$ cat config.mk
export PLATFORM = sky130hd
export DESIGN_NAME = chgst_bank
export DESIGN_NICKNAME = d
export VERILOG_FILES = /design/src/chgst_sync.v /design/src/chgst_change.v /design/src/chgst_bank.v
export VERILOG_INCLUDE_DIRS = /design/src /design/src/src
export SDC_FILE = /design/constraint.sdc
export NUM_CORES = 1
export LEC_CHECK = 0
export BUFFER_PORTS_ARGS = -buffer_cell sky130_fd_sc_hd__buf_2
export CAP_MARGIN = 20
export CORE_MARGIN = 4
export CORE_UTILIZATION = 58
export DETAILED_ROUTE_END_ITERATION = 10
export PLACE_DENSITY = 0.82
export SETUP_SLACK_MARGIN = 0.02
export SLEW_MARGIN = 5
export SYNTH_ARGS = -nofsm -noshare
export SYNTH_HDL_FRONTEND = slang
export SYNTH_HIERARCHICAL = 1
export SYNTH_SLANG_ARGS = --single-unit
$ cat constraint.sdc
create_clock -name sys_clk -period 2.9 [get_ports sys_clk]
set_input_delay 0.435 -clock sys_clk [delete_from_list [all_inputs] [get_ports sys_clk]]
set_output_delay 0.435 -clock sys_clk [all_outputs]
set_load 0.02 [all_outputs]
$ cat src/chgst_regs.vh
// register addresses, field positions and codes of the charger status bank
`ifndef CHGST_REGS_VH
`define CHGST_REGS_VH

`define CHGST_ADDR_RSVD       8'h09
`define CHGST_ADDR_LIMIT      8'h0A
`define CHGST_ADDR_REGSTAT    8'h0B
`define CHGST_ADDR_SRCSTAT    8'h0C
`define CHGST_ADDR_ZONE       8'h0D

`define CHGST_ZERO_BYTE       8'h00
`define CHGST_ZERO3           3'h0
`define CHGST_ZERO2           2'h0
`define CHGST_ZERO5           5'h00
`define CHGST_ZERO7           7'h00
`define CHGST_ONE3            3'h1

`define CHGST_PHASE_IDLE      3'h0
`define CHGST_PHASE_TRICKLE   3'h1
`define CHGST_PHASE_PRE       3'h2
`define CHGST_PHASE_CC        3'h3
`define CHGST_PHASE_CV        3'h4
`define CHGST_PHASE_TOPOFF    3'h5
`define CHGST_PHASE_DONE      3'h6
`define CHGST_PHASE_RSVD      3'h7

`define CHGST_SRC_NONE        3'h0
`define CHGST_SRC_SDP         3'h1
`define CHGST_SRC_CDP         3'h2
`define CHGST_SRC_ADAPTER     3'h3
`define CHGST_SRC_WEAK        3'h4
`define CHGST_SRC_UNKNOWN     3'h5
`define CHGST_SRC_NONSTD      3'h6
`define CHGST_SRC_RSVD        3'h7

`define CHGST_OPT_OFF         2'h0
`define CHGST_OPT_BUSY        2'h1
`define CHGST_OPT_MAX         2'h2
`define CHGST_OPT_RSVD        2'h3

`define CHGST_ZONE_NORMAL     3'h0
`define CHGST_ZONE_WARM       3'h2
`define CHGST_ZONE_COOL       3'h3
`define CHGST_ZONE_COLD       3'h5
`define CHGST_ZONE_HOT        3'h6

`define CHGST_WEAK_COUNT      3'h7

// positions in the synchronised input bundle
`define CHGST_SY_WIDTH        22
`define CHGST_SY_LIMIT        21:17
`define CHGST_SY_ICR          16
`define CHGST_SY_IVR          15
`define CHGST_SY_THR          14
`define CHGST_SY_WD           13
`define CHGST_SY_PHASE        12:10
`define CHGST_SY_PG           9
`define CHGST_SY_SRC          8:6
`define CHGST_SY_WEAK         5
`define CHGST_SY_OPT          4:3
`define CHGST_SY_ZONE         2:0

// field positions inside the status registers
`define CHGST_BIT_ICR         6
`define CHGST_BIT_IVR         5
`define CHGST_BIT_THR         4
`define CHGST_BIT_WD          3
`define CHGST_FLD_PHASE       2:0
`define CHGST_BIT_PG          7
`define CHGST_FLD_SRC         6:4
`define CHGST_BIT_RSVD_HI     3
`define CHGST_FLD_OPT         2:1
`define CHGST_BIT_RSVD_LO     0

`endif

$ cat src/chgst_sync.v
// two-flop synchroniser for a bundle of asynchronous status levels
`timescale 1ns/10ps
module chgst_sync #(
    parameter WIDTH = 1
) (
    // clock and reset
    input  wire             sys_clk,
    input  wire             rst_b,
    // levels
    input  wire [WIDTH-1:0] async_in,
    output reg  [WIDTH-1:0] sync_out
);
    reg [WIDTH-1:0] meta_reg;

    always @(posedge sys_clk) begin
        if (!rst_b) begin
            meta_reg <= {WIDTH{1'b0}};
            sync_out <= {WIDTH{1'b0}};
        end else begin
            meta_reg <= async_in;
            sync_out <= meta_reg;
        end
    end
endmodule

$ cat src/chgst_change.v
// change detector: one-cycle pulse when a synchronised field changes
`timescale 1ns/10ps
module chgst_change #(
    parameter WIDTH = 3
) (
    // clock and reset
    input  wire             sys_clk,
    input  wire             rst_b,
    // field
    input  wire [WIDTH-1:0] field_in,
    output reg              changed
);
    reg [WIDTH-1:0] last_reg;
    reg             armed_reg;

    // first value after reset is a baseline, not a change
    always @(posedge sys_clk) begin
        if (!rst_b) begin
            last_reg  <= {WIDTH{1'b0}};
            armed_reg <= 1'b0;
            changed   <= 1'b0;
        end else begin
            last_reg  <= field_in;
            armed_reg <= 1'b1;
            changed   <= armed_reg && (field_in != last_reg);
        end
    end
endmodule

$ cat src/chgst_bank.v
// read-only charger status register bank, addresses 09h to 0Dh
`timescale 1ns/10ps
`include "chgst_regs.vh"

////////////////////////////////////////////////////////////////////////////
// Functional notes
// - Address 09h and every reserved status bit read as zero.
// - Bits 4:0 at 0Ah give the optimizer limit as 500 mA + n*100 mA.
// - Bit 6 at 0Bh is high while input current regulation is active.
// - Bit 5 at 0Bh is high while input voltage regulation is active.
// - Bit 4 at 0Bh is high while die thermal regulation is active.
// - Bit 3 at 0Bh is high once the bus watchdog has expired.
// - Phase codes 000 idle, 001 trickle, 010 pre-charge, 011 CC.
// - Phase codes 100 CV, 101 top-off, 110 done; 111 is never shown.
// - Bit 7 at 0Ch is high when input power is good.
// - Source codes 000 none, 001 SDP, 010 CDP, 011 adapter.
// - Source 100 after seven weak detections, 101 unknown, 110 other.
// - Optimizer state 00 off, 01 busy, 10 max found; 11 never shown.
// - Zone codes 000 normal, 010 warm, 011 cool, 101 cold, 110 hot.
// - A change of the phase field pulses the phase event output.
// - A change of the source field pulses the source event output.
module chgst_bank (
    // clock and reset
    input  wire       sys_clk,
    input  wire       rst_b,
    // register access port; writes are accepted and dropped
    input  wire       reg_rd,
    input  wire       reg_wr,
    input  wire [7:0] reg_addr,
    input  wire [7:0] reg_wdata,
    output reg  [7:0] reg_rdata,
    output reg        reg_hit,
    // live conditions from the charger (asynchronous)
    input  wire [4:0] optimized_current_limit,
    input  wire       input_current_regulating,
    input  wire       input_voltage_regulating,
    input  wire       thermal_regulating,
    input  wire       watchdog_expired,
    input  wire [2:0] charge_phase,
    input  wire       power_good_status,
    input  wire [2:0] input_source_type,
    input  wire       weak_source,
    input  wire [1:0] optimizer_state,
    input  wire [2:0] thermistor_zone,
    // events to the flag logic
    output reg        charge_phase_event,
    output reg        input_source_event
);
    localparam NSYNC = `CHGST_SY_WIDTH;

    wire [NSYNC-1:0] raw_bus;
    wire [NSYNC-1:0] sy;
    wire             phase_chg;
    wire             src_chg;

    reg  [4:0] limit_reg;
    reg  [6:0] regstat_reg;
    reg  [7:0] srcstat_reg;
    reg  [2:0] zone_reg;
    reg  [2:0] weak_cnt_reg;
    reg  [2:0] weak_cnt_next;
    reg        weak_prev_reg;
    reg  [2:0] src_next;
    reg  [2:0] phase_next;
    reg  [1:0] opt_next;
    reg  [2:0] zone_next;
    reg  [7:0] rdata_next;
    reg        hit_next;

    // synchronised fields, named by what they carry
    wire [4:0] limit_sy;
    wire       icr_sy;
    wire       ivr_sy;
    wire       thr_sy;
    wire       wd_sy;
    wire [2:0] phase_sy;
    wire       pg_sy;
    wire [2:0] src_sy;
    wire       weak_sy;
    wire [1:0] opt_sy;
    wire [2:0] zone_sy;
    wire       weak_rise;

    // register images as the host sees them, reserved bits tied low
    wire [7:0] limit_byte;
    wire [7:0] regstat_byte;
    wire [7:0] srcstat_byte;
    wire [7:0] zone_byte;

    ////////////////////////////////////////////////////////////////////////
    // code legality; each filter below asks one of these
    function phase_legal(input [2:0] code);
        begin
            phase_legal = (code != `CHGST_PHASE_RSVD);
        end
    endfunction

    function opt_legal(input [1:0] code);
        begin
            opt_legal = (code != `CHGST_OPT_RSVD);
        end
    endfunction

    // the weak code is owned by the counter, so a raw input code 100
    // is treated like the reserved one and never copied through
    function src_legal(input [2:0] code);
        begin
            src_legal = (code != `CHGST_SRC_RSVD) &&
                        (code != `CHGST_SRC_WEAK);
        end
    endfunction

    function zone_legal(input [2:0] code);
        begin
            case (code)
                `CHGST_ZONE_NORMAL,
                `CHGST_ZONE_WARM,
                `CHGST_ZONE_COOL,
                `CHGST_ZONE_COLD,
                `CHGST_ZONE_HOT: zone_legal = 1'b1;
                default:         zone_legal = 1'b0;
            endcase
        end
    endfunction

    ////////////////////////////////////////////////////////////////////////
    assign raw_bus = {optimized_current_limit, input_current_regulating,
                      input_voltage_regulating, thermal_regulating,
                      watchdog_expired, charge_phase, power_good_status,
                      input_source_type, weak_source, optimizer_state,
                      thermistor_zone};

    chgst_sync #(
        .WIDTH    (NSYNC)
    ) u_sync (
        .sys_clk  (sys_clk),
        .rst_b    (rst_b),
        .async_in (raw_bus),
        .sync_out (sy)
    );

    // field positions in the bundle follow the order of raw_bus above
    assign limit_sy  = sy[`CHGST_SY_LIMIT];
    assign icr_sy    = sy[`CHGST_SY_ICR];
    assign ivr_sy    = sy[`CHGST_SY_IVR];
    assign thr_sy    = sy[`CHGST_SY_THR];
    assign wd_sy     = sy[`CHGST_SY_WD];
    assign phase_sy  = sy[`CHGST_SY_PHASE];
    assign pg_sy     = sy[`CHGST_SY_PG];
    assign src_sy    = sy[`CHGST_SY_SRC];
    assign weak_sy   = sy[`CHGST_SY_WEAK];
    assign opt_sy    = sy[`CHGST_SY_OPT];
    assign zone_sy   = sy[`CHGST_SY_ZONE];
    // level-sensitive input, so only a fresh rise counts as a detection
    assign weak_rise = weak_sy && !weak_prev_reg;

    ////////////////////////////////////////////////////////////////////////
    // filtering of reserved codes: hold the last legal value, since a
    // multi-bit field can pass a reserved code while it changes
    always @* begin
        phase_next = regstat_reg[`CHGST_FLD_PHASE];
        opt_next   = srcstat_reg[`CHGST_FLD_OPT];
        zone_next  = zone_reg;
        if (phase_legal(phase_sy)) begin
            phase_next = phase_sy;
        end
        if (opt_legal(opt_sy)) begin
            opt_next = opt_sy;
        end
        if (zone_legal(zone_sy)) begin
            zone_next = zone_sy;
        end
    end

    // weak source counted on rising edges; reported on the seventh
    always @* begin
        weak_cnt_next = weak_cnt_reg;
        src_next      = srcstat_reg[`CHGST_FLD_SRC];
        if (src_sy == `CHGST_SRC_NONE) begin
            weak_cnt_next = `CHGST_ZERO3;
        end else if (weak_rise && weak_cnt_reg != `CHGST_WEAK_COUNT) begin
            weak_cnt_next = weak_cnt_reg + `CHGST_ONE3;
        end
        // the count saturates, so the weak code stays until the input
        // reports no source and clears it
        if (weak_cnt_next == `CHGST_WEAK_COUNT) begin
            src_next = `CHGST_SRC_WEAK;
        end else if (src_legal(src_sy)) begin
            src_next = src_sy;
        end
    end

    ////////////////////////////////////////////////////////////////////////
    // status capture; the write strobe never reaches these flops
    always @(posedge sys_clk) begin
        if (!rst_b) begin
            limit_reg <= `CHGST_ZERO5;
        end else begin
            limit_reg <= limit_sy;
        end
    end

    always @(posedge sys_clk) begin
        if (!rst_b) begin
            regstat_reg <= `CHGST_ZERO7;
        end else begin
            regstat_reg[`CHGST_BIT_ICR]   <= icr_sy;
            regstat_reg[`CHGST_BIT_IVR]   <= ivr_sy;
            regstat_reg[`CHGST_BIT_THR]   <= thr_sy;
            regstat_reg[`CHGST_BIT_WD]    <= wd_sy;
            regstat_reg[`CHGST_FLD_PHASE] <= phase_next;
        end
    end

    always @(posedge sys_clk) begin
        if (!rst_b) begin
            srcstat_reg <= `CHGST_ZERO_BYTE;
        end else begin
            srcstat_reg[`CHGST_BIT_PG]      <= pg_sy;
            srcstat_reg[`CHGST_FLD_SRC]     <= src_next;
            srcstat_reg[`CHGST_BIT_RSVD_HI] <= 1'b0;
            srcstat_reg[`CHGST_FLD_OPT]     <= opt_next;
            srcstat_reg[`CHGST_BIT_RSVD_LO] <= 1'b0;
        end
    end

    always @(posedge sys_clk) begin
        if (!rst_b) begin
            zone_reg <= `CHGST_ZONE_NORMAL;
        end else begin
            zone_reg <= zone_next;
        end
    end

    // a source that stays weak for good is one detection, not many
    always @(posedge sys_clk) begin
        if (!rst_b) begin
            weak_cnt_reg  <= `CHGST_ZERO3;
            weak_prev_reg <= 1'b0;
        end else begin
            weak_cnt_reg  <= weak_cnt_next;
            weak_prev_reg <= weak_sy;
        end
    end

    ////////////////////////////////////////////////////////////////////////
    // events follow the reported field, so a filtered code makes none
    chgst_change #(
        .WIDTH    (3)
    ) u_phase_chg (
        .sys_clk  (sys_clk),
        .rst_b    (rst_b),
        .field_in (regstat_reg[2:0]),
        .changed  (phase_chg)
    );

    chgst_change #(
        .WIDTH    (3)
    ) u_src_chg (
        .sys_clk  (sys_clk),
        .rst_b    (rst_b),
        .field_in (srcstat_reg[6:4]),
        .changed  (src_chg)
    );

    always @(posedge sys_clk) begin
        if (!rst_b) begin
            charge_phase_event <= 1'b0;
            input_source_event <= 1'b0;
        end else begin
            charge_phase_event <= phase_chg;
            input_source_event <= src_chg;
        end
    end

    ////////////////////////////////////////////////////////////////////////
    // register images; bits above each field are reserved and read 0
    assign limit_byte   = {`CHGST_ZERO3, limit_reg};
    assign regstat_byte = {1'b0, regstat_reg};
    assign srcstat_byte = srcstat_reg;
    assign zone_byte    = {`CHGST_ZERO5, zone_reg};

    ////////////////////////////////////////////////////////////////////////
    // read decode; writes are accepted and dropped
    always @* begin
        hit_next   = 1'b1;
        rdata_next = `CHGST_ZERO_BYTE;
        case (reg_addr)
            `CHGST_ADDR_RSVD:    rdata_next = `CHGST_ZERO_BYTE;
            `CHGST_ADDR_LIMIT:   rdata_next = limit_byte;
            `CHGST_ADDR_REGSTAT: rdata_next = regstat_byte;
            `CHGST_ADDR_SRCSTAT: rdata_next = srcstat_byte;
            `CHGST_ADDR_ZONE:    rdata_next = zone_byte;
            default:             hit_next   = 1'b0;
        endcase
    end

    always @(posedge sys_clk) begin
        if (!rst_b) begin
            reg_rdata <= `CHGST_ZERO_BYTE;
            reg_hit   <= 1'b0;
        end else if (reg_rd) begin
            reg_rdata <= rdata_next;
            reg_hit   <= hit_next;
        end else if (reg_wr) begin
            reg_hit   <= hit_next;
        end else begin
            reg_hit   <= 1'b0;
        end
    end
endmodule

==> key figures, run 1 <==
Yosys
  • Cell Area, Synth: 3040 um^2
  • Ys Warns: 6
  • Ys flop type: dfxtp_1
  • Post-synthesis cell type count: 40
  • Async SR Flop Fraction: 0%
  • Register area share after synthesis: 59.4%
  • Synth Net Count: 316
  • Cells after synthesis: 272
  • #FFs+latches synth: 90
  • Syn Area/Cell: 11.2 um^2
  • Post-synth EDFFs: 0

Timing
  • Final Cycle Share: 61.6%
  • Final Hold Vio Count: 0
  • Post-route setup TNS: 0 ns
  • Fin. max-slew vios: 0
  • Relative slew margins: 67.8%
  • Worst-margin pin slew: 0.484 ns
  • RSZ-0062 raised after global routing: false
  • Clk_skew: 0.00490 ns
  • Final setup vio count: 0
  • F_max: 560 MHz
  • Fin crit period: 1.79 ns

Cells and area
  • Inserted Diodes: 0
  • Core Util, Final: 70.2%
  • Nets: 365
  • Fill cells: 382
  • Syn-to-layout area delta: 17.4%
  • Share of cells above drive strength 1: 35.6%
  • Layout Cells excl Fill: 396

Worst setup path
  • Reg2Reg Setup Slack: 1.11 ns
  • Worst Path Arrival: 2.03 ns
  • Crit Reg-Reg Startpoint: weak_cnt_reg[0]
  • Crit Path Category: reg -> reg
  • CP Launch Point: weak_cnt_reg[0]
  • Worst r2r dst: srcstat_byte[4]
  • Crit path launch type: flop
  • Critical Path Sink: srcstat_byte[4]
  • Worst Path Required: 3.14 ns
  • Worst reg2reg path depth: 5
  • Crit Path Max Fanout: 4
  • CP endpoint kind: flop

Clock tree
  • CTS tree: yes
  • Inserted Clock Buffers: 9
  • Post-CTS Hold Fix Bufs: 0
  • CTS sink count: 90
  • # Post-CTS Setup Buffers: 0
  • Resized Gates After CTS: 0
  • H-tree levels: 3
  • Worst skew pair latency: 0.35 ns
  • Clock Pin Slew Worst Setup and Hold Paths: 0.09 ns
  • Root buffer cell: clkbuf_8
  • Clock Path Buffers: 2

Route
  • Via count: 1905
  • DRC viols: 0
  • Via/cell ratio: 4.81
  • Number of iterations in the first detailed-routing pass: 4
  • Final wirelength: 4460 um
  • DRT iter0 DRCs: 119
  • ANT nets after route: 0
  • DR WL/cell: 11.3 um

Placed design
  • HPWL after DPL: 3140 um
  • I/O Buffers: 44
  • Placed insts: 380
  • GP Congestion: 0.794

Die
  • I/O pins: 53
  • Core Box Area: 5070 um^2
  • Die Ht: 80.3 um
  • Die extent in x: 80.3 um
  • Initial core utilization: 59.8%
  • Num rows: 26
  • Full die area: 6450 um^2

GRT
  • All-layer global routing usage: 15.3%
  • Largest net degree at the start of global routing: 38
  • Total congestion overflow: 0
  • First-pass GRT wire length: 7420 um
  • Initial antenna violation count: 0
  • Vias in the first global route: 1753

Run status
  • Outcome: complete, no violations

Run
  • Max cap viols: 0

Worst hold path
  • Min-delay worst type: in -> reg

Power
  • Max VDD drop: 0.450 mV
  • Leak pwr: 1.48 nW
  • PwrDens: 676 nW/um^2
metrics by stage:
| stage | hold WS (ns) | total power [mW] | setup WS [ns] | area (um^2) |
|---|---|---|---|---|
| floorplan | 0.398 | 1.39 | 1.24 | 3040 |
| global placement | 0.401 | 1.42 | 1.19 | 3320 |
| detailed placement | 0.407 | 1.43 | 1.12 | 3320 |
| CTS | 0.274 | 2.44 | 1.10 | 3560 |
| global route | 0.271 | 2.50 | 1.04 | 3560 |
| finish | 0.293 | 2.41 | 1.11 | 3560 |
Yosys cell counts, types with 2 or more instances:
master | number | area [um^2]
a21oi_1 | 11 | 55.1
a2bb2oi_1 | 3 | 26.3
a31oi_1 | 5 | 31.3
a32oi_1 | 2 | 17.5
and2_1 | 17 | 106
and2_2 | 46 | 345
clkbuf_1 | 3 | 11.3
clkbuf_2 | 4 | 20.0
dfxtp_1 | 90 | 1800
ha_1 | 2 | 25.0
inv_1 | 8 | 30.0
mux2_1 | 2 | 22.5
mux2_2 | 4 | 45.0
mux2i_1 | 4 | 40.0
nand2_1 | 15 | 56.3
nand2b_1 | 3 | 18.8
nand3_1 | 3 | 15.0
nand3b_1 | 2 | 15.0
nand4_1 | 2 | 12.5
nor2_1 | 3 | 11.3
nor2b_1 | 6 | 37.5
nor4b_2 | 2 | 30.0
o21ai_0 | 6 | 30.0
o21ai_1 | 6 | 30.0
xnor2_1 | 7 | 61.3
xor2_1 | 2 | 17.5
kinds of logic (layout without fill, tap and decap cells):
family / after synthesis / after routing / share of synthesized area (%)
flops: 90 / 90 / 59.4
xor+xnor: 9 / 9 / 2.60
mux: 10 / 10 / 3.54
fa+ha+maj: 2 / 2 / 0.824
simple gates: 106 / 106 / 23.5
compound gates: 39 / 39 / 7.79
buf+inv: 16 / 70 / 2.39
per-layer routing:
layer / vias up / routed length [um] / track usage (%)
met1: 840 / 2080 / 18.2
met3: 8 / 330 / 5.27
met5: - / 0 / 0
met2: 54 / 1990 / 24.1
met4: 0 / 59 / 8.61
li1: 1003 / - / -
layout make-up:
| class | instances | area [um^2] | area share, % |
|---|---|---|---|
| sequential | 90 | 1800 | 50.5 |
| inverter | 8 | 30.0 | 0.842 |
| multi-input combinational | 166 | 1160 | 32.6 |
| timing repair buffer | 46 | 235 | 6.60 |
| clock buffer | 9 | 124 | 3.47 |
| tap | 70 | 87.6 | 2.46 |
| clock inverter | 7 | 125 | 3.51 |
power breakdown:
group	internal, mW	switching [mW]
logic	0.0596	0.0476
clock network	0.581	0.429
registers	1.28	0.0163
cells in the final DEF, fill, tap and decap left out, types with 3 or more instances in the layout:
master	n
dfxtp_1	90
and2_2	46
buf_2	44
and2_1	17
nand2_1	15
a21oi_1	11
clkbuf_8	9
inv_1	8
xnor2_1	7
nor2b_1	6
o21ai_0	6
o21ai_1	6
a31oi_1	5
mux2_2	4
mux2i_1	4
nand3_1	3
nor2_1	3
nand2b_1	3
a2bb2oi_1	3
bufinv_16	3
how the worst min path moves through the flow:
stage / cells after the start / end / startpoint
2_1_floorplan: 2 / u_phase_chg/changed / u_phase_chg/armed_reg
3_3_place_gp: 2 / u_phase_chg/changed / u_phase_chg/armed_reg
3_5_place_dp: 2 / u_src_chg/changed / u_src_chg/armed_reg
4_1_cts: 2 / u_sync/meta_reg[15] / input_voltage_regulating
5_1_grt: 2 / u_sync/meta_reg[16] / input_current_regulating
6_report: 2 / u_sync/meta_reg[16] / input_current_regulating
critical path: stages, from the launching register on:
cell,delay (ns)
dfxtp_1,0.35
ha_1,0.21
ha_1,0.19
nor3b_2,0.36
mux2_2,0.41
nor4b_2,0.16
(Power assumes the default switching activity.)
==> run 2: changes to the inputs <==
--- a/config.mk
+++ b/config.mk
@@ -6,12 +6,13 @@
 export SDC_FILE = /design/constraint.sdc
 export NUM_CORES = 1
 export LEC_CHECK = 0
+export ABC_AREA = 1
 export BUFFER_PORTS_ARGS = -buffer_cell sky130_fd_sc_hd__buf_2
 export CAP_MARGIN = 20
 export CORE_MARGIN = 4
-export CORE_UTILIZATION = 58
+export CORE_UTILIZATION = 50
 export DETAILED_ROUTE_END_ITERATION = 10
-export PLACE_DENSITY = 0.82
+export PLACE_DENSITY = 0.75
 export SETUP_SLACK_MARGIN = 0.02
 export SLEW_MARGIN = 5
 export SYNTH_ARGS = -nofsm -noshare
==> constraint.sdc (replaced) <==
create_clock -name sys_clk -period 1.4 [get_ports sys_clk]
set_input_delay 0.21 -clock sys_clk [delete_from_list [all_inputs] [get_ports sys_clk]]
set_output_delay 0.21 -clock sys_clk [all_outputs]
set_load 0.02 [all_outputs]
==> run 2 against run 1 <==
  * Global-route usage shrank 1.3 points
  * Clock skew increased by 0.0060 ns
  * Routed wire length increased by 14%
  * Sequential power is 110% higher
  * Flip-flop and latch count unchanged
  * Register-to-register slack got worse by 1.1 ns
  * Count of clock-buffer cells in the layout unchanged
  * Largest power group unchanged
==> key figures, run 2 <==
Worst setup path
  • Crit Path Category: reg -> reg
  • CP max stage delay: 0.35 ns
  • Slowest cell on the critical path: dfxtp_2
  • Crit Path Max Fanout: 5
  • Crit path launch type: flop
  • CP bufs+invs: 2
  • CP endpoint kind: flop
  • Worst Path Required: 1.63 ns
  • CP Cell Sequence: ha_4 -> ha_4 -> inv_2 -> nand3b_4 -> nand2_2 -> inv_2 -> nor3_2 -> nand3_2 -> nand2_2 -> nor2_1
  • Top delay family on crit path: simple AND/OR/NAND/NOR gates
  • Worst Path Arrival: 1.62 ns

Cells and area
  • Layout Cells excl Fill: 542
  • Syn-to-layout area delta: 16.9%
  • Fill cells: 588
  • Inserted Diodes: 0
  • Post-route design area: 3780 um^2
  • Nets: 504
  • Commonest non-fill, non-tap cell in the layout: nand2_1
  • Share of cells above drive strength 1: 18.7%
  • Most frequent cells in the layout: nand2_1, inv_1, dfxtp_1, buf_2, nand3_1

Yosys
  • Yosys top cell area share: 55.7%
  • #FFs+latches synth: 90
  • Ys flop type: dfxtp_1
  • Synth area leader: dfxtp_1
  • Ys Warns: 6
  • Cells after synthesis: 411
  • Top-count cell post-synth: nand2_1
  • Register area share after synthesis: 55.7%
  • Post-synth EDFFs: 0
  • Syn Area/Cell: 7.87 um^2
  • Synth Net Count: 455
  • Async SR Flop Fraction: 0%
  • Commonest cells post-synth: nand2_1, inv_1, dfxtp_1
  • Synth area leaders: dfxtp_1, nand2_1, inv_1, nand3_1, buf_6
  • Cell Area, Synth: 3230 um^2
  • Post-synthesis cell type count: 31

Placed design
  • GP Congestion: 0.806
  • I/O Buffers: 44
  • Placed Instance Area: 3510 um^2
  • HPWL after DPL: 3700 um
  • Placed insts: 526

Timing
  • Clk_skew: 0.0109 ns
  • Final setup vio count: 0
  • Fin crit period: 1.38 ns
  • Relative slew margins: 78.5%
  • RSZ-0062 raised after global routing: true
  • Final Hold Vio Count: 0
  • F_max: 723 MHz
  • Fin. max-slew vios: 0
  • Final Cycle Share: 98.8%
  • Worst-margin pin slew: 0.322 ns

Route
  • Via count: 2381
  • ANT nets after route: 0
  • Final wirelength: 5070 um
  • DRC viols: 0
  • Via/cell ratio: 4.39
  • Number of iterations in the first detailed-routing pass: 4
  • DR WL/cell: 9.35 um
  • DRT iter0 DRCs: 123

GRT
  • Vias in the first global route: 2115
  • First-pass GRT wire length: 8600 um
  • Total congestion overflow: 0
  • Initial antenna violation count: 0
  • All-layer global routing usage: 14.0%
  • Largest net degree at the start of global routing: 56

Power
  • Switching Power: 1.07 mW
  • PwrDens: 1280 nW/um^2
  • Power, Total: 4.85 mW
  • Clk network pwr share: 39.3%
  • Leak pwr: 2.16 nW
  • Cell-internal power: 3.78 mW
  • Max VDD drop: 0.775 mV
  • Sw Share: 22.1%
  • Reg power frac: 55.3%
  • Logic pwr share: 5.4%

Worst hold path
  • Min-delay worst type: in -> reg

Clock tree
  • Inserted Clock Buffers: 9
  • CTS sink count: 90
  • CTS tree: yes
  • H-tree levels: 3
  • Post-CTS Hold Fix Bufs: 0
  • Clock Pin Slew Worst Setup and Hold Paths: 0.09 ns
  • Worst skew pair latency: 0.34 ns
  • Clock Path Buffers: 2
  • Root buffer cell: clkbuf_8

Run
  • Max cap viols: 0

Die
  • Num rows: 29
  • Die Ht: 88.4 um
  • Initial core utilization: 51.2%
  • Full die area: 7820 um^2
  • Die extent in x: 88.4 um
  • Core Box Area: 6310 um^2
  • I/O pins: 53

Run status
  • Outcome: complete, no violations
run 2: changes by cell type after synthesis, sizes merged, moves of 3 or more:
cell	previous run	this run
nand2	15	127
inv	8	101
and2	63	1
nand3	3	21
nor2	3	19
buf	1	11
clkbuf	7	0
nor2b	7	0
mux2	6	0
xnor2	7	1
a31oi	5	0
a2bb2oi	3	0
nand2b	3	0
run 2: final timing paths:
check	startpoint	to	slack, ns	depth (start not counted)
setup / recovery	weak_cnt_reg[0]	srcstat_byte[5]	0.02	10
hold / removal	weak_source	u_sync/meta_reg[5]	0.04	3
setup reg to reg	weak_cnt_reg[0]	srcstat_byte[5]	0.02	10
hold reg to reg	u_sync/meta_reg[0]	u_sync/sync_out[0]	0.41	2
run 2: what timing repair did:
action / CTS / global route
endpoints found under the hold margin: 0 / 0
resized for setup: 11 / 2
pin swaps: 0 / 1
gates cloned: 0 / 0
endpoints found under the setup margin: 3 / 3
setup buffers: 0 / 0
run 2: per-stage QoR:
step | hold slack [ns] | utilization [%] | setup TNS [ns] | worst slack, ns
final | 0.0421 | 59.8 | 0 | 0.0170
after global routing | 0.0229 | 59.8 | -0.194 | -0.0717
after CTS | 0.0180 | 59.8 | 0 | 0.0149
after detailed placement | 0.395 | 55.6 | -0.151 | -0.0685
after global placement | 0.391 | 55.6 | -0.0235 | -0.0118
after floorplan | 0.238 | - | 0 | 0.0300
run 2: cell type report:
class	instances	area [um^2]	area share [%]
Sequential cell	90	1800	47.7
Timing Repair Buffer	49	270	7.15
Multi-Input combinational cell	208	1000	26.5
Inverter	102	383	10.1
Clock buffer	9	124	3.28
Clock inverter	7	98.8	2.62
Tap cell	77	96.3	2.55
run 2: tightest hold or removal path, cell delays in order:
cell and delay, ns:
buf_2 0.07, nand2_1 0.04, inv_1 0.04
run 2: power groups by stage:
stage / Combinational [mW] / Sequential (mW) / Clock (mW)
global placement: 0.251 / 2.74 / 0
CTS: 0.265 / 2.68 / 1.96
finish: 0.262 / 2.68 / 1.90
detailed placement: 0.260 / 2.74 / 0
global route: 0.304 / 2.69 / 2.06
floorplan: 0.179 / 2.74 / 0
run 2: logic make-up (layout without fill, tap and decap cells):
family,Yosys count,in the layout,synth area share (%)
xor gates and xnor gates,1,1,0.271
buffers and inverters,113,167,14.7
DFF,90,90,55.7
muxes,2,2,0.619
and+or+nand+nor,174,174,22.9
adders and majority gates,2,2,0.774
AOI/OAI and AO/OA,29,29,4.95
run 2: metal layers:
layer / up-vias / part of all wire (%) / global-route usage [%]
met2: 56 / 47 / 23.2
met5: - / 0 / 0
met3: 6 / 5.9 / 4.00
li1: 1289 / - / -
met1: 1030 / 46 / 16.9
met4: 0 / 1.3 / 6.18
==> run 3: changes to the inputs <==
--- a/config.mk
+++ b/config.mk
@@ -7,9 +7,8 @@
 export NUM_CORES = 1
 export LEC_CHECK = 0
 export ABC_AREA = 1
-export BUFFER_PORTS_ARGS = -buffer_cell sky130_fd_sc_hd__buf_2
+export BUFFER_PORTS_ARGS = -buffer_cell sky130_fd_sc_hd__buf_4
 export CAP_MARGIN = 20
-export CORE_MARGIN = 4
 export CORE_UTILIZATION = 50
 export DETAILED_ROUTE_END_ITERATION = 10
 export PLACE_DENSITY = 0.75
==> run 3 against run 2 <==
  * The run now ends with negative setup slack left
  * Cell count is 0.18% lower
  * Non-clock buffer count is 1 higher
  * Die area decreased by 13%
  * Critical endpoint is now srcstat_byte[4]
==> key figures, run 3 (synthesized netlist as in run 2, its figures left out) <==
Timing
  • Clk_skew: 0.00858 ns
  • Worst-margin pin slew: 0.297 ns
  • Final Cycle Share: 103%
  • Fin crit period: 1.44 ns
  • RSZ-0062 raised after global routing: true
  • Final setup vio count: 4
  • Fin. max-slew vios: 0
  • Relative slew margins: 80.2%
  • WHS: 0.0328 ns
  • F_max: 697 MHz
  • Final Hold Vio Count: 0
  • Worst setup margin: -0.0355 ns

Die
  • Num rows: 28
  • Core Box Area: 6060 um^2
  • Initial core utilization: 53.3%
  • I/O pins: 53
  • Full die area: 6790 um^2
  • Die Ht: 82.4 um
  • Die extent in x: 82.4 um

Worst setup path
  • Slowest cell on the critical path: dfxtp_2
  • CP max stage delay: 0.35 ns
  • CP endpoint kind: flop
  • Crit Reg-Reg Startpoint: weak_cnt_reg[0]
  • Crit path launch type: flop
  • Worst Path Arrival: 1.68 ns
  • Most common cell on crit path: ha_4
  • Crit Path Max Fanout: 5
  • CP Cell Sequence: ha_4 -> ha_4 -> inv_4 -> nand3b_4 -> buf_6 -> xnor2_4 -> nand3_2 -> nand2_2 -> nor2_1
  • CP bufs+invs: 2
  • Worst reg2reg path depth: 9
  • Crit Path Category: reg -> reg
  • Reg2Reg Setup Slack: -0.04 ns
  • Worst Path Required: 1.64 ns
  • Worst r2r dst: srcstat_byte[4]
  • Top delay family on crit path: flip-flops

GRT
  • First-pass GRT wire length: 8560 um
  • Initial antenna violation count: 0
  • Total congestion overflow: 0
  • Largest net degree at the start of global routing: 73
  • All-layer global routing usage: 17.0%
  • Vias in the first global route: 1997

Run status
  • Outcome: finished with violations
  • Failing checks: negative setup slack

Power
  • Switching Power: 1.09 mW
  • PwrDens: 1250 nW/um^2
  • Leak pwr: 2.20 nW
  • Logic pwr share: 6.0%
  • Sw Share: 22.2%
  • Power, Total: 4.90 mW
  • Reg power frac: 54.7%
  • Clk network pwr share: 39.2%
  • Cell-internal power: 3.81 mW
  • Max VDD drop: 0.675 mV

Worst hold path
  • Hold Path Cell Cnt: 3
  • Hold Path End: u_sync/meta_reg[5]
  • Hold_sp: weak_source
  • Min-delay worst type: in -> reg

Clock tree
  • Post-CTS Hold Fix Bufs: 0
  • H-tree levels: 3
  • CTS tree: yes
  • CTS sink count: 90
  • Clock Path Buffers: 2
  • Inserted Clock Buffers: 9
  • Clock Pin Slew Worst Setup and Hold Paths: 0.09 ns
  • Root buffer cell: clkbuf_8
  • Worst skew pair latency: 0.35 ns

Route
  • Final wirelength: 4960 um
  • ANT nets after route: 0
  • DRC viols: 0
  • DR WL/cell: 9.17 um
  • Via count: 2325
  • DRT iter0 DRCs: 109
  • Via/cell ratio: 4.30
  • Number of iterations in the first detailed-routing pass: 4

Cells and area
  • Syn-to-layout area delta: 21.4%
  • Most frequent cells in the layout: nand2_1, inv_1, dfxtp_1, buf_4, nand3_1
  • Nets: 505
  • Post-route design area: 3930 um^2
  • Core Util, Final: 64.8%
  • Share of cells above drive strength 1: 18.9%
  • Commonest non-fill, non-tap cell in the layout: nand2_1
  • Inserted Diodes: 0

Placed design
  • GP Congestion: 0.739
  • HPWL after DPL: 3390 um
  • Placed Instance Area: 3620 um^2
  • I/O Buffers: 44

Run
  • Max cap viols: 0
==> run 3: cell types whose count changed in the layout (fill, tap and decap cells not counted), sizes merged <==
cell      change
buf           +1
clkinv        +1
clkinvlp      -1
==> run 3: tightest hold or removal path, stage by stage <==
cell	delay, ns
buf_4	0.07
nand2_1	0.04
inv_1	0.04
==> run 3: power groups by stage <==
stage | registers (mW) | logic (mW) | clock network, mW
floorplan | 2.74 | 0.179 | 0
global placement | 2.74 | 0.279 | 0
detailed placement | 2.74 | 0.285 | 0
CTS | 2.68 | 0.293 | 1.97
global route | 2.69 | 0.341 | 2.09
finish | 2.68 | 0.296 | 1.92
==> run 3: cell type report <==
| class | count | area (um^2) |
|---|---|---|
| Tap cell | 75 | 93.8 |
| Inverter | 102 | 385 |
| Fill cell | 509 | 2140 |
| Timing Repair Buffer | 50 | 404 |
| Sequential cell | 90 | 1800 |
| Clock buffer | 9 | 124 |
| Clock inverter | 7 | 100 |
| Multi-Input combinational cell | 208 | 1010 |
==> run 3: metrics by stage <==
step | std cells | TNS (ns) | worst slack [ns]
6_report | 541 | -0.0915 | -0.0355
5_1_grt | 541 | -0.367 | -0.107
4_1_cts | 540 | -0.147 | -0.0531
3_5_place_dp | 523 | -0.198 | -0.0806
3_3_place_gp | 523 | -0.0243 | -0.0122
2_1_floorplan | 411 | 0 | 0.0300
==> run 3: worst max path at each step <==
stage / start / end / slack, ns / cells past startpoint
after floorplan: weak_cnt_reg[0] / srcstat_byte[4] / 0.03 / 10
after global placement: weak_cnt_reg[0] / srcstat_byte[4] / -0.01 / 10
after detailed placement: weak_cnt_reg[0] / srcstat_byte[4] / -0.08 / 10
after CTS: weak_cnt_reg[0] / srcstat_byte[4] / -0.05 / 9
after global routing: weak_cnt_reg[0] / srcstat_byte[5] / -0.11 / 9
final: weak_cnt_reg[0] / srcstat_byte[4] / -0.04 / 9
==> run 3: repair_timing <==
action,4_1_cts,5_1_grt
gates resized for setup,13,3
pin swaps,4,3
endpoints found under the setup margin,3,4
setup buffers,1,1
==> run 3: layer usage <==
| metal | wire (um) | GRT usage, % | part of all wire (%) | up-vias |
|---|---|---|---|---|
| li1 | - | - | - | 1297 |
| met1 | 2320 | 20.4 | 47 | 958 |
| met4 | 96 | 10.9 | 1.9 | 0 |
| met5 | 0 | 0 | 0 | - |
| met3 | 274 | 3.74 | 5.5 | 9 |
| met2 | 2270 | 27.4 | 46 | 61 |
